<file path="config.mk">
export PLATFORM = sky130hd
export DESIGN_NAME = pps_time_tag_gen
export DESIGN_NICKNAME = d
export VERILOG_FILES = /design/src/pps_pkg.sv /design/src/pps_time_tag_gen.sv /design/src/tag_fifo.sv /design/src/tag_uart_tx.sv
export SDC_FILE = /design/constraint.sdc
export NUM_CORES = 1
export LEC_CHECK = 0
export BUFFER_PORTS_ARGS = -buffer_cell sky130_fd_sc_hd__buf_4
export CORE_ASPECT_RATIO = 1.2
export CORE_MARGIN = 2
export CORE_UTILIZATION = 60
export DETAILED_ROUTE_END_ITERATION = 8
export PLACE_DENSITY = 0.83
export SLEW_MARGIN = 20
export SYNTH_ARGS = -nofsm -noshare
export SYNTH_HDL_FRONTEND = slang
export SYNTH_SLANG_ARGS = --single-unit
</file>
<file path="constraint.sdc">
create_clock -name clk_sys -period 5.5 [get_ports clk_sys]
set_clock_uncertainty 0.05 [all_clocks]
set_input_delay 1.1 -clock clk_sys [delete_from_list [all_inputs] [get_ports clk_sys]]
set_output_delay 1.1 -clock clk_sys [all_outputs]
set_load 0.005 [all_outputs]
</file>
<file path="src/pps_pkg.sv">
// Constants shared by the second strobe and time tag generator.
// Assumes a single 20 MHz system clock feeding every module.
package pps_pkg;

  // Clock and timing figures, each in its own unit
  localparam int CLK_PERIOD_NS = 50;
  localparam int SEC_NS        = 1_000_000_000;
  localparam int PULSE_NS      = 1_000_000;
  localparam int LEAD_NS       = 500_000_000;
  localparam int SEC_CYC       = SEC_NS / CLK_PERIOD_NS;
  localparam int PULSE_CYC     = PULSE_NS / CLK_PERIOD_NS;
  localparam int LEAD_CYC      = LEAD_NS / CLK_PERIOD_NS;
  localparam int CNT_W         = 25;

  // Serial line, 8N1
  localparam int BAUD_DEF      = 9600;
  localparam int BIT_CYC       = SEC_NS / (CLK_PERIOD_NS * BAUD_DEF);
  localparam int FIFO_DEPTH    = 4;

  // Tag layout: "UTC yy.mm.dd hh:mm:ss ab" CR LF
  localparam int TAG_LEN       = 26;
  localparam int POS_FIX       = 22;
  localparam int POS_SAT       = 23;
  localparam int POS_CR        = 24;
  localparam int POS_LF        = 25;

  // ASCII codes
  localparam logic [7:0] CH_U     = 8'h55;
  localparam logic [7:0] CH_T     = 8'h54;
  localparam logic [7:0] CH_C     = 8'h43;
  localparam logic [7:0] CH_SP    = 8'h20;
  localparam logic [7:0] CH_DOT   = 8'h2e;
  localparam logic [7:0] CH_COLON = 8'h3a;
  localparam logic [7:0] CH_QM    = 8'h3f;
  localparam logic [7:0] CH_ZERO  = 8'h30;
  localparam logic [7:0] CH_NINE  = 8'h39;
  localparam logic [7:0] CH_CR    = 8'h0d;
  localparam logic [7:0] CH_LF    = 8'h0a;

  typedef enum logic {ST_IDLE, ST_SEND} tag_st_t;

endpackage : pps_pkg

</file>
<file path="src/pps_time_tag_gen.sv">
// Once-per-second strobe and matching ASCII time tag on a chosen serial port.
// Assumes time fields and fix data come from receiver logic on clk_sys.
`timescale 1ns/1ps
module pps_time_tag_gen
  import pps_pkg::*;
#(
  parameter int SEC_CYC_P   = SEC_CYC,
  parameter int PULSE_CYC_P = PULSE_CYC,
  parameter int LEAD_CYC_P  = LEAD_CYC,
  parameter int BIT_CYC_P   = BIT_CYC,
  parameter int DEPTH       = FIFO_DEPTH
) (
  input  wire logic       clk_sys,
  input  wire logic       rst,
  input  wire logic       clk_en,
  input  wire logic       sec_align,
  input  wire logic       port_sel,
  input  wire logic [6:0] utc_year,
  input  wire logic [6:0] utc_month,
  input  wire logic [6:0] utc_day,
  input  wire logic [6:0] utc_hour,
  input  wire logic [6:0] utc_min,
  input  wire logic [6:0] utc_sec,
  input  wire logic [2:0] fix_type,
  input  wire logic [3:0] sat_count,
  output logic            second_strobe_out_a,
  output logic            second_strobe_out_b,
  output logic            txd_a,
  output logic            txd_b
);

  ////////////////////////////////////////////////////////////////////////////
  // State

  typedef struct packed {
    logic [CNT_W-1:0] cnt;
    logic             strobe_a;
    logic             strobe_b;
    tag_st_t          st;
    logic [4:0]       idx;
    logic [6:0]       yy;
    logic [6:0]       mo;
    logic [6:0]       dd;
    logic [6:0]       hh;
    logic [6:0]       mi;
    logic [6:0]       ss;
    logic [2:0]       fix;
    logic [3:0]       sat;
    logic             txd_a;
    logic             txd_b;
  } top_st_t;

  top_st_t    st_ff, nxt_st;
  logic [7:0] tag_ch;
  logic       push;
  logic       fifo_ready;
  logic       utx_valid;
  logic       utx_ready;
  logic [7:0] utx_data;
  logic       utx_txd;

  localparam logic [CNT_W-1:0] CNT_LAST  = CNT_W'(SEC_CYC_P - 1);
  localparam logic [CNT_W-1:0] CNT_PULSE = CNT_W'(PULSE_CYC_P);
  localparam logic [CNT_W-1:0] CNT_TAG   = CNT_W'(SEC_CYC_P - LEAD_CYC_P);

  ////////////////////////////////////////////////////////////////////////////
  // Character helpers

  // One decimal digit of a two-digit field, clamped so it never overflows
  function automatic logic [7:0] dig(input logic [6:0] v, input logic tens);
    logic [6:0] c;
    c = (v > 7'd99) ? 7'd99 : v;
    if (tens) begin
      dig = CH_ZERO + 8'(c / 7'd10);
    end else begin
      dig = CH_ZERO + 8'(c % 7'd10);
    end
  endfunction : dig

  // Fix character; no tracking or an unused code falls back to '?'
  function automatic logic [7:0] fix_char(input logic [2:0] f, input logic [3:0] n);
    fix_char = CH_QM;
    if (n != 4'd0) begin
      case (f)
        3'd1, 3'd2, 3'd4, 3'd5: fix_char = CH_ZERO + 8'(f);
        default:                fix_char = CH_QM;
      endcase
    end
  endfunction : fix_char

  // Count above nine saturates, since only one digit fits the slot
  function automatic logic [7:0] sat_char(input logic [3:0] n);
    if (n == 4'd0) begin
      sat_char = CH_QM;
    end else if (n > 4'd9) begin
      sat_char = CH_NINE;
    end else begin
      sat_char = CH_ZERO + 8'(n);
    end
  endfunction : sat_char

  ////////////////////////////////////////////////////////////////////////////
  // Tag character selection by position

  always_comb begin
    case (st_ff.idx)
      5'd0:               tag_ch = CH_U;
      5'd1:               tag_ch = CH_T;
      5'd2:               tag_ch = CH_C;
      5'd3, 5'd12, 5'd21: tag_ch = CH_SP;
      5'd4:               tag_ch = dig(st_ff.yy, 1'b1);
      5'd5:               tag_ch = dig(st_ff.yy, 1'b0);
      5'd6, 5'd9:         tag_ch = CH_DOT;
      5'd7:               tag_ch = dig(st_ff.mo, 1'b1);
      5'd8:               tag_ch = dig(st_ff.mo, 1'b0);
      5'd10:              tag_ch = dig(st_ff.dd, 1'b1);
      5'd11:              tag_ch = dig(st_ff.dd, 1'b0);
      5'd13:              tag_ch = dig(st_ff.hh, 1'b1);
      5'd14:              tag_ch = dig(st_ff.hh, 1'b0);
      5'd15, 5'd18:       tag_ch = CH_COLON;
      5'd16:              tag_ch = dig(st_ff.mi, 1'b1);
      5'd17:              tag_ch = dig(st_ff.mi, 1'b0);
      5'd19:              tag_ch = dig(st_ff.ss, 1'b1);
      5'd20:              tag_ch = dig(st_ff.ss, 1'b0);
      5'd22:              tag_ch = fix_char(st_ff.fix, st_ff.sat);
      5'd23:              tag_ch = sat_char(st_ff.sat);
      5'd24:              tag_ch = CH_CR;
      5'd25:              tag_ch = CH_LF;
      default:            tag_ch = CH_SP;
    endcase
  end

  // Characters go out only as the FIFO accepts them, so a slow line stalls here
  assign push = (st_ff.st == ST_SEND) && fifo_ready;

  ////////////////////////////////////////////////////////////////////////////
  // Next state

  always_comb begin
    nxt_st = st_ff;
    // Second counter; resolution is one 50 ns cycle, the fastest this clock gives
    if (sec_align || st_ff.cnt == CNT_LAST) begin
      nxt_st.cnt = '0;
    end else begin
      nxt_st.cnt = st_ff.cnt + CNT_W'(1);
    end
    // High for the pulse window from count zero, so the leading edge rises
    nxt_st.strobe_a = (nxt_st.cnt < CNT_PULSE);
    nxt_st.strobe_b = (nxt_st.cnt < CNT_PULSE);
    // Tag start half a second ahead; an unfinished tag is not restarted
    unique case (st_ff.st)
      ST_IDLE: begin
        if (st_ff.cnt == CNT_TAG) begin
          nxt_st.st  = ST_SEND;
          nxt_st.idx = 5'd0;
          nxt_st.yy  = utc_year;
          nxt_st.mo  = utc_month;
          nxt_st.dd  = utc_day;
          nxt_st.hh  = utc_hour;
          nxt_st.mi  = utc_min;
          nxt_st.ss  = utc_sec;
          nxt_st.fix = fix_type;
          nxt_st.sat = sat_count;
        end
      end
      ST_SEND: begin
        if (push) begin
          if (st_ff.idx == 5'(TAG_LEN - 1)) begin
            nxt_st.st  = ST_IDLE;
            nxt_st.idx = 5'd0;
          end else begin
            nxt_st.idx = st_ff.idx + 5'd1;
          end
        end
      end
    endcase
    // Unselected port idles high
    nxt_st.txd_a = port_sel ? 1'b1 : utx_txd;
    nxt_st.txd_b = port_sel ? utx_txd : 1'b1;
  end

  always_ff @(posedge clk_sys) begin
    if (rst) begin
      st_ff       <= '0;
      st_ff.st    <= ST_IDLE;
      st_ff.txd_a <= 1'b1;
      st_ff.txd_b <= 1'b1;
      // Parked on the last count so the first enabled edge opens a whole second
      st_ff.cnt   <= CNT_LAST;
    end else if (clk_en) begin
      st_ff <= nxt_st;
    end
  end

  assign second_strobe_out_a = st_ff.strobe_a;
  assign second_strobe_out_b = st_ff.strobe_b;
  assign txd_a               = st_ff.txd_a;
  assign txd_b               = st_ff.txd_b;

  ////////////////////////////////////////////////////////////////////////////
  // Character buffer and serial line

  tag_fifo #(
    .W     (8),
    .DEPTH (DEPTH)
  ) u_fifo (
    .clk_sys   (clk_sys),
    .rst       (rst),
    .clk_en    (clk_en),
    .in_valid  (st_ff.st == ST_SEND),
    .in_ready  (fifo_ready),
    .in_data   (tag_ch),
    .out_valid (utx_valid),
    .out_ready (utx_ready),
    .out_data  (utx_data)
  );

  tag_uart_tx #(
    .BIT_CYC_P (BIT_CYC_P)
  ) u_utx (
    .clk_sys  (clk_sys),
    .rst      (rst),
    .clk_en   (clk_en),
    .in_valid (utx_valid),
    .in_ready (utx_ready),
    .in_data  (utx_data),
    .txd      (utx_txd)
  );

  ////////////////////////////////////////////////////////////////////////////
  // Checks

  AST_STROBE_RISE: assert property (@(posedge clk_sys) disable iff (rst)
    $rose(second_strobe_out_a) |-> st_ff.cnt == '0) else $error("strobe rose off second");

  AST_STROBE_LOW_BEFORE: assert property (@(posedge clk_sys) disable iff (rst)
    clk_en && st_ff.cnt == CNT_LAST && !sec_align |=> $rose(second_strobe_out_a))
    else $error("no rising edge at second");

  AST_STROBE_WIDTH: assert property (@(posedge clk_sys) disable iff (rst)
    $fell(second_strobe_out_a) |-> st_ff.cnt == CNT_PULSE) else $error("strobe width wrong");

  AST_BOTH_PINS: assert property (@(posedge clk_sys) disable iff (rst)
    second_strobe_out_a == second_strobe_out_b) else $error("strobe pins differ");

  AST_TAG_START: assert property (@(posedge clk_sys) disable iff (rst)
    clk_en && st_ff.st == ST_IDLE && st_ff.cnt == CNT_TAG |=> st_ff.st == ST_SEND)
    else $error("tag not started half second early");

  AST_ASCII: assert property (@(posedge clk_sys) disable iff (rst)
    push |-> !tag_ch[7] && tag_ch >= CH_LF) else $error("non-text character");

  AST_FIX: assert property (@(posedge clk_sys) disable iff (rst)
    push && st_ff.idx == 5'(POS_FIX) |-> tag_ch != 8'h33) else $error("fix code 3 sent");

  AST_SAT: assert property (@(posedge clk_sys) disable iff (rst)
    push && st_ff.idx == 5'(POS_SAT) |-> tag_ch == CH_QM ||
      (tag_ch > CH_ZERO && tag_ch <= CH_NINE)) else $error("bad count character");

  AST_EOL: assert property (@(posedge clk_sys) disable iff (rst)
    clk_en && push && st_ff.idx == 5'(POS_CR) |-> tag_ch == CH_CR ##1
      (st_ff.idx == 5'(POS_LF) && tag_ch == CH_LF)) else $error("bad line end");

  AST_QMARK: assert property (@(posedge clk_sys) disable iff (rst)
    push && st_ff.sat == 4'd0 && st_ff.idx == 5'(POS_FIX) |-> tag_ch == CH_QM)
    else $error("no question mark without satellites");

  AST_DIGITS: assert property (@(posedge clk_sys) disable iff (rst)
    push && (st_ff.idx inside {5'd4, 5'd5, 5'd7, 5'd8, 5'd10, 5'd11,
                               5'd13, 5'd14, 5'd16, 5'd17, 5'd19, 5'd20}) |->
      tag_ch >= CH_ZERO && tag_ch <= CH_NINE) else $error("field not a digit");

  AST_SEPARATORS: assert property (@(posedge clk_sys) disable iff (rst)
    push && (st_ff.idx inside {5'd3, 5'd12, 5'd21}) |-> tag_ch == CH_SP)
    else $error("separator not a space");

  AST_PUNCT: assert property (@(posedge clk_sys) disable iff (rst)
    push && (st_ff.idx inside {5'd6, 5'd9, 5'd15, 5'd18}) |->
      tag_ch == ((st_ff.idx < 5'd12) ? CH_DOT : CH_COLON))
    else $error("bad date or time mark");

  AST_TAG_DONE: assert property (@(posedge clk_sys) disable iff (rst)
    st_ff.cnt == CNT_LAST |-> st_ff.st == ST_IDLE && !utx_valid)
    else $error("tag still queued at the second");

  AST_TAG_LATCH: assert property (@(posedge clk_sys) disable iff (rst)
    clk_en && st_ff.st == ST_IDLE && st_ff.cnt == CNT_TAG |=>
      st_ff.hh == $past(utc_hour) && st_ff.ss == $past(utc_sec)) else $error("time not latched");

endmodule : pps_time_tag_gen

</file>
<file path="src/tag_fifo.sv">
// Small synchronous FIFO holding tag characters on their way to the line.
// Assumes producer and consumer share clk_sys; read data is the head word.
`timescale 1ns/1ps
module tag_fifo
  import pps_pkg::*;
#(
  parameter int W     = 8,
  parameter int DEPTH = FIFO_DEPTH
) (
  input  wire logic         clk_sys,
  input  wire logic         rst,
  input  wire logic         clk_en,
  input  wire logic         in_valid,
  output logic              in_ready,
  input  wire logic [W-1:0] in_data,
  output logic              out_valid,
  input  wire logic         out_ready,
  output logic [W-1:0]      out_data
);
  localparam int AW = $clog2(DEPTH);

  typedef struct packed {
    logic [DEPTH-1:0][W-1:0] mem;
    logic [AW-1:0]           wr;
    logic [AW-1:0]           rd;
    logic [AW:0]             cnt;
  } fifo_st_t;

  fifo_st_t st_ff, nxt_st;
  logic     push, pop;

  // Honest flags straight from the occupancy count
  assign in_ready  = (st_ff.cnt != (AW+1)'(DEPTH));
  assign out_valid = (st_ff.cnt != '0);
  assign out_data  = st_ff.mem[st_ff.rd];
  assign push      = in_valid && in_ready;
  assign pop       = out_valid && out_ready;

  // Pointer wrap relies on DEPTH being a power of two
  always_comb begin
    nxt_st = st_ff;
    if (push) begin
      nxt_st.mem[st_ff.wr] = in_data;
      nxt_st.wr            = st_ff.wr + 1'b1;
    end
    if (pop) begin
      nxt_st.rd = st_ff.rd + 1'b1;
    end
    nxt_st.cnt = st_ff.cnt + (AW+1)'(push) - (AW+1)'(pop);
  end

  always_ff @(posedge clk_sys) begin
    if (rst) begin
      st_ff <= '0;
    end else if (clk_en) begin
      st_ff <= nxt_st;
    end
  end

  AST_FIFO_NO_OVERFLOW: assert property (@(posedge clk_sys) disable iff (rst)
    st_ff.cnt <= (AW+1)'(DEPTH)) else $error("fifo count above depth");

endmodule : tag_fifo

</file>
<file path="src/tag_uart_tx.sv">
// Serial transmitter, 8 data bits, no parity, one stop bit, LSB first.
// Assumes a character is offered with valid and held until ready.
`timescale 1ns/1ps
module tag_uart_tx
  import pps_pkg::*;
#(
  parameter int BIT_CYC_P = BIT_CYC
) (
  input  wire logic       clk_sys,
  input  wire logic       rst,
  input  wire logic       clk_en,
  input  wire logic       in_valid,
  output logic            in_ready,
  input  wire logic [7:0] in_data,
  output logic            txd
);
  typedef struct packed {
    logic        busy;
    logic [9:0]  shift;
    logic [3:0]  nbits;
    logic [15:0] baud;
    logic        txd;
  } utx_st_t;

  utx_st_t st_ff, nxt_st;

  assign in_ready = !st_ff.busy;
  assign txd      = st_ff.txd;

  // Load a frame, then shift one bit per bit time; line idles high
  always_comb begin
    nxt_st = st_ff;
    if (!st_ff.busy) begin
      nxt_st.txd = 1'b1;
      if (in_valid) begin
        nxt_st.busy  = 1'b1;
        nxt_st.shift = {1'b1, in_data, 1'b0};
        nxt_st.nbits = 4'd0;
        nxt_st.baud  = 16'h0000;
      end
    end else begin
      nxt_st.txd = st_ff.shift[0];
      if (st_ff.baud == 16'(BIT_CYC_P - 1)) begin
        nxt_st.baud  = 16'h0000;
        nxt_st.shift = {1'b1, st_ff.shift[9:1]};
        nxt_st.nbits = st_ff.nbits + 4'd1;
        if (st_ff.nbits == 4'd9) begin
          nxt_st.busy = 1'b0;
        end
      end else begin
        nxt_st.baud = st_ff.baud + 16'd1;
      end
    end
  end

  always_ff @(posedge clk_sys) begin
    if (rst) begin
      st_ff <= '{busy: 1'b0, shift: 10'h3ff, nbits: 4'h0, baud: 16'h0000, txd: 1'b1};
    end else if (clk_en) begin
      st_ff <= nxt_st;
    end
  end

  AST_UTX_IDLE_HIGH: assert property (@(posedge clk_sys) disable iff (rst)
    !st_ff.busy && !$past(st_ff.busy) |-> txd) else $error("line not idle high");

endmodule : tag_uart_tx

</file>
## Word level (Yosys, flattened, before mapping)

Cells that the tools add are included.

- Register bits after elaboration: 154
- Latch bits: 0
- Bits in writable memories: 0
- Memory bits (read-only): 0
- Input bits: 54
- Logic and storage cells: 154
- Memories kept: 0

- Add/sub/neg operators: 22
- $mul: 0
- Div/mod/pow operators: 12
- Magnitude comparators: 11
- Eq/ne operators: 34
- Shift-type cells: 0
- Mux-type cells: 29
- Bitwise operators: 1
- Reduce and logical (&&, ||, !) cells: 19

Operator list:

| kind | count |
|---|---|
| $pmux W8 S21 | 1 |
| $add A6 B8 Y8 const A | 12 |
| $mux W7 | 10 |
| $mux W55 | 1 |
| $div A7 B4 Y8 const B | 6 |
| $mod A7 B4 Y8 const B | 6 |
| $eq A5 B5 Y1 const B | 9 |
| $gt A7 B7 Y1 const B | 6 |
| $eq A5 B4 Y1 const B | 7 |
| $bwmux W32 | 1 |
| $mux W32 | 1 |
| $mux W31 | 1 |
| $add A25 B1 Y25 const B | 1 |
| $eq A25 B24 Y1 const B | 1 |
| $eq A25 B25 Y1 const B | 1 |
| $lt A25 B15 Y1 const B | 1 |
| $mux W25 | 1 |
| $eq A5 B3 Y1 const B | 4 |
| $add A16 B1 Y16 const B | 1 |
| $bmux W8 S2 | 1 |
| $demux W8 S2 | 1 |
| $eq A16 B12 Y1 const B | 1 |
| $mux W16 | 1 |
| $mux W8 | 2 |
| other kinds (37) | 51 |

## Depth between registers and ports, before layout

- Depth after elaboration: 6
- Depth in mapped cells: 24
- Mapped depth without buffers: 22

## Hierarchy

Synthesis repeated with hierarchy kept, for this count alone.

- Cell total of the unflattened synthesis: 1807
- Area total of the unflattened synthesis: 13324.0 sq um

Modules (own cells, without submodules):

| module | times used | cells an instance | area each (sq um) | seq. area each (sq um) |
|---|---|---|---|---|
| pps_time_tag_gen | 1 | 1448 | 9768.1 | 1661.6 |
| tag_fifo | 1 | 176 | 1963.1 | 780.7 |
| tag_uart_tx | 1 | 183 | 1592.8 | 640.6 |

## Worst setup path before layout

Ideal clock, no wire load.

- Path kind: register to register
- Start point: register st_ff[50] (netlist name)
- End point: register u_fifo.st_ff[12] (netlist name)
- Arrival time: 4.576 ns
- Slack: 0.759 ns
- Cell stages (with the launch flop): 23
- Buffers on the path: 2
- Clock period less this slack: 4.741 ns
- Cell sequence: dfxtp_1 -> clkbuf_1 -> nand2_1 -> and2_1 -> ha_1 -> or4b_1 -> or3_1 -> a2bb2oi_1 -> nor2_1 -> xnor2_1 -> clkbuf_1 -> nand2_1 -> a21oi_1 -> a21oi_1 -> ha_1 -> nand3b_1 -> a21oi_1 -> nor3_1 -> o32a_1 -> o211ai_1 -> a211oi_2 -> nand3_2 -> a31o_1

- Longest elaborated chain between the ends: 6

RTL lines:

| what | line | RTL |
|---|---|---|
| start, declared | pps_time_tag_gen.sv:53 | `top_st_t st_ff, nxt_st;` |
| start signal, assigned | pps_time_tag_gen.sv:191 | `st_ff <= nxt_st;` |
| $gt A7 B7 Y1 | pps_time_tag_gen.sv:72 | `c = (v > 7'd99) ? 7'd99 : v;` |
| $mux W7 * | pps_time_tag_gen.sv:72 |  |
| $mod A7 B4 Y8 or $div A7 B4 Y8 (tied branches) | pps_time_tag_gen.sv:76, pps_time_tag_gen.sv:74 |  |
| $add A6 B8 Y8, on equally long branches | pps_time_tag_gen.sv:76, pps_time_tag_gen.sv:74 |  |
| $pmux W8 S21 * | pps_time_tag_gen.sv:106 | `case (st_ff.idx)` |
| $bwmux W32 * | tag_fifo.sv:43 | `nxt_st.mem[st_ff.wr] = in_data;` |
| end signal, assigned | tag_fifo.sv:56 | `st_ff <= nxt_st;` |
| end, declared | tag_fifo.sv:29 | `fifo_st_t st_ff, nxt_st;` |

Mark *: on every way between the ends. The rest lies on a longest branch, timed or not.
A chain may end at the register's enable or synchronous reset.

## Worst setup path after layout

- Start point: register st_ff[27] (netlist name)
- End point: register u_fifo.st_ff[13] (netlist name)

The elaborated chain is that of the path after synthesis.

==> results by group <==
Synth
  – Mapped Nets: roughly 1900
  – Yosys top cell area share: 23.4%
  – Cell area after synthesis: around 13000 um^2
  – Number of synthesized flops with an enable pin: 0
  – Mapped Cells: 1762
  – Yosys warns: 0
  – Ys async rst share: 0%
  – Largest cells by area after synthesis: dfxtp_1 (23%), nor2_1 (6.7%), mux2i_1 (5.2%)
  – Top_reg_cell synth: dfxtp_1
  – Yosys reg bits: 154
  – Area leader, netlist: dfxtp_1
  – Post-Syn Area per Cell: 7.48 um^2
  – Synth unique cells: 105
  – Seq/Total Area, Yosys: roughly a quarter

Placed design
  – Gpl congestion: 1.03
  – Placed Cells: 2006
  – Dpl cell area: 13700 um^2
  – PortBufs: 57
  – Dpl hpwl: 26.3 mm

Power and ir drop
  – Total power after layout: 0.00275 W
  – Max rail drop VDD: approximately 280 uV
  – P_leak: 5.30 nW
  – Pwr/cell area: 191 nW/um^2

Finish
  – Finished Layout Cells: ~2000
  – P&R area growth vs syn: 8.97%
  – Final Net Count: between 1500 and 2000
  – Final Instance Area: 14400 um^2
  – Layout cells sized above 1: 10.8%
  – N_diodes: 0

Critical path
  – R2R cell count: 20
  – Startpoint types: flip-flop
  – Maximum fanout along the worst path: 13
  – FF-to-FF setup slack: 0.26 ns
  – Crit Path Class: flip-flop to flip-flop
  – Reg2reg start: st_ff[27]
  – Critical R2R Capture: u_fifo.st_ff[13]
  – CP arrival: 5.51 ns
  – Critical Path RT: 5.77 ns
  – Worst setup EP type: flip-flop

Floorplan
  – Die Y-Extent: 166 um
  – Core area: 21600 um^2
  – Num ports: 58
  – Full die area: 23200 um^2
  – Initial core utilization: 61.0%
  – DIE WIDTH: 139 um
  – Row count: 59

Detailed routing
  – WL/cell: 17.9 um
  – Pre-antenna DRT Iters: 8
  – Via count: 13461
  – Vias per cell: 6.61
  – DR DRC count: 0
  – Initial DRC Count: 1149
  – Final WL: 36.4 mm
  – Final ANT Viol Nets: 0

Clock tree
  – Worst-case clock buffer depth: 2
  – CTS tree: done
  – Total CTS buffers: 17
  – Clk_lat worst skew: 0.45 ns
  – Post-CTS sizing: 0
  – Clk root buf: clkbuf_16
  – Worst-path clk slew: about 0.07 ns
  – H-tree levels: 4
  – Setup Buffers After CTS: 0
  – Post-CTS Hold Buffers: 0
  – Clock sink total: 154

STA
  – Max Clk Rate: 0.191 GHz
  – Final Max Tran Viols: 0
  – Worst-Margin Slew: slightly above 0.9 ns
  – Hold WS: 0.425 ns
  – Fin. Hold Viols: 0
  – RSZ-0062 raised after global routing: no
  – Crit share post-route: 95.3%
  – Final setup violation count: 0
  – Slew Limit Headroom: 38.5%
  – Final min period: 5.24 ns
  – TNS Setup: 0 ns

Global route
  – First-pass GRT wire length: about 60 mm
  – Largest net degree at the start of global routing: 67
  – All-layer global routing usage: 30.8%
  – Vias in the first global route: ~12000
  – Final global-route overflow total: 0
  – Initial antenna violation count: 0

Flow run
  – Max cap viols: 0

Hold path
  – Worst Hold Launch: u_utx.st_ff[21]
  – WHS Path Cells: 2
  – Hold EP: u_utx.st_ff[21]
  – Hold crit path type: flip-flop to flip-flop

Status
  – Status: finished, final reports clean
-- power breakdown --
| group | total [W] | internal (W) | leakage (nW) | switching, W |
|---|---|---|---|---|
| registers | 0.00122 | 0.00116 | 1.25 | 0.0000624 |
| clock network | 0.00123 | 0.000623 | 0.295 | 0.000611 |
| logic | 0.000292 | 0.000126 | 3.75 | 0.000166 |
| total | 0.00275 | 0.00191 | 5.30 | 0.000839 |
-- critical path, cell delays in order (launching register included) --
cell	delay [ns]
dfxtp_1	0.56
inv_1	0.13
a21oi_1	0.16
ha_1	0.25
or4b_1	0.57
o211a_1	0.30
a2111o_1	0.38
o21ai_0	0.22
o31ai_1	0.17
a21boi_0	0.41
ha_1	0.26
o211ai_1	0.09
a31oi_1	0.24
nor2_1	0.06
a221oi_1	0.30
nor2_1	0.08
o211ai_1	0.16
a211oi_2	0.06
buf_4	0.20
a2111oi_1	0.37
nor3_1	0.10
-- how the worst max path moves through the flow --
stage | from | endpoint
after global routing | st_ff[27] | u_fifo.st_ff[21]
after CTS | st_ff[27] | u_fifo.st_ff[36]
after floorplan | st_ff[50] | u_fifo.st_ff[12]
after global placement | st_ff[35] | u_fifo.st_ff[27]
after detailed placement | st_ff[27] | u_fifo.st_ff[36]
final | st_ff[27] | u_fifo.st_ff[13]
-- metrics by stage --
step | util, % | worst slack (ns)
after floorplan | - | 0.759
after global placement | 63.4 | 0.417
after detailed placement | 63.4 | 0.336
after CTS | 66.2 | 0.302
after global routing | 66.4 | 0.00704
final | 66.4 | 0.257
-- metal layers --
metal  GRT usage (%)  share of wire [%]  up-vias
met2            53.3                 50      461
met1            37.8                 41     6373
met3            4.96                5.5      100
met4            13.1                3.5        0
met5               0                  0        -
li1                -                  -     6527
-- state kept, by name (all words and copies together), names as in the netlist --
register	flops
txd_a	1
u_fifo.st_ff	39
st_ff	80
second_strobe_out_b	1
u_utx.txd	1
txd_b	1
u_utx.st_ff	31
-- cells in the mapped netlist, drive strengths merged, types with 9 or more instances --
| master | number |
|---|---|
| xor2 | 29 |
| o311ai | 10 |
| o21bai | 9 |
| o31ai | 15 |
| a221oi | 13 |
| nand4 | 31 |
| ha | 40 |
| inv | 58 |
| o211ai | 29 |
| dfxtp | 154 |
| o221ai | 12 |
| o21ai | 101 |
| mux2 | 12 |
| and3 | 36 |
| a31oi | 24 |
| o22ai | 13 |
| nor2 | 235 |
| buf | 24 |
| nand2 | 142 |
| nor4 | 22 |
| nor3b | 16 |
| or2 | 15 |
| a2111oi | 11 |
| clkbuf | 87 |
| a211oi | 24 |
| a21o | 13 |
| a21oi | 92 |
| a22oi | 16 |
| xnor2 | 41 |
| nand2b | 26 |
| or3 | 18 |
| mux2i | 69 |
| a211o | 17 |
| nor3 | 65 |
| and2 | 26 |
| nand3 | 54 |
| nor2b | 19 |
-- cell usage in the layout (no fill, tap or decap), drive strengths merged, types with 15 or more instances in the layout --
cell / n
nor2b: 19
nand3: 54
nand2: 142
nor3b: 16
xor2: 29
nand4: 31
nor4: 22
nor2: 235
ha: 40
and3: 36
xnor2: 41
or2: 15
mux2i: 69
clkbuf: 17
and2: 26
nand2b: 26
o21ai: 101
dfxtp: 154
o31ai: 15
buf: 81
o211ai: 29
a211oi: 24
a31oi: 24
a211o: 17
a21oi: 92
nor3: 65
or3: 18
a22oi: 16
inv: 66
-- kinds of logic after synthesis --
group	after synthesis	synth area share, %
mux	89	7.63
simple gates	753	29.1
buf+inv	170	5.06
fa+ha+maj	44	4.18
flops	154	23.4
xor+xnor	70	4.79
compound gates	482	25.9
-- area by class of cell --
cell class	instances	area, um^2
well taps	274	343
repair buffers	81	621
multi-input cells	1438	9480
inverters	59	221
fillers	1866	7260
flip-flops and latches	154	3090
clock inverters	15	188
clock buffers	17	425
No activity file was read; power rests on OpenSTA's default activity.
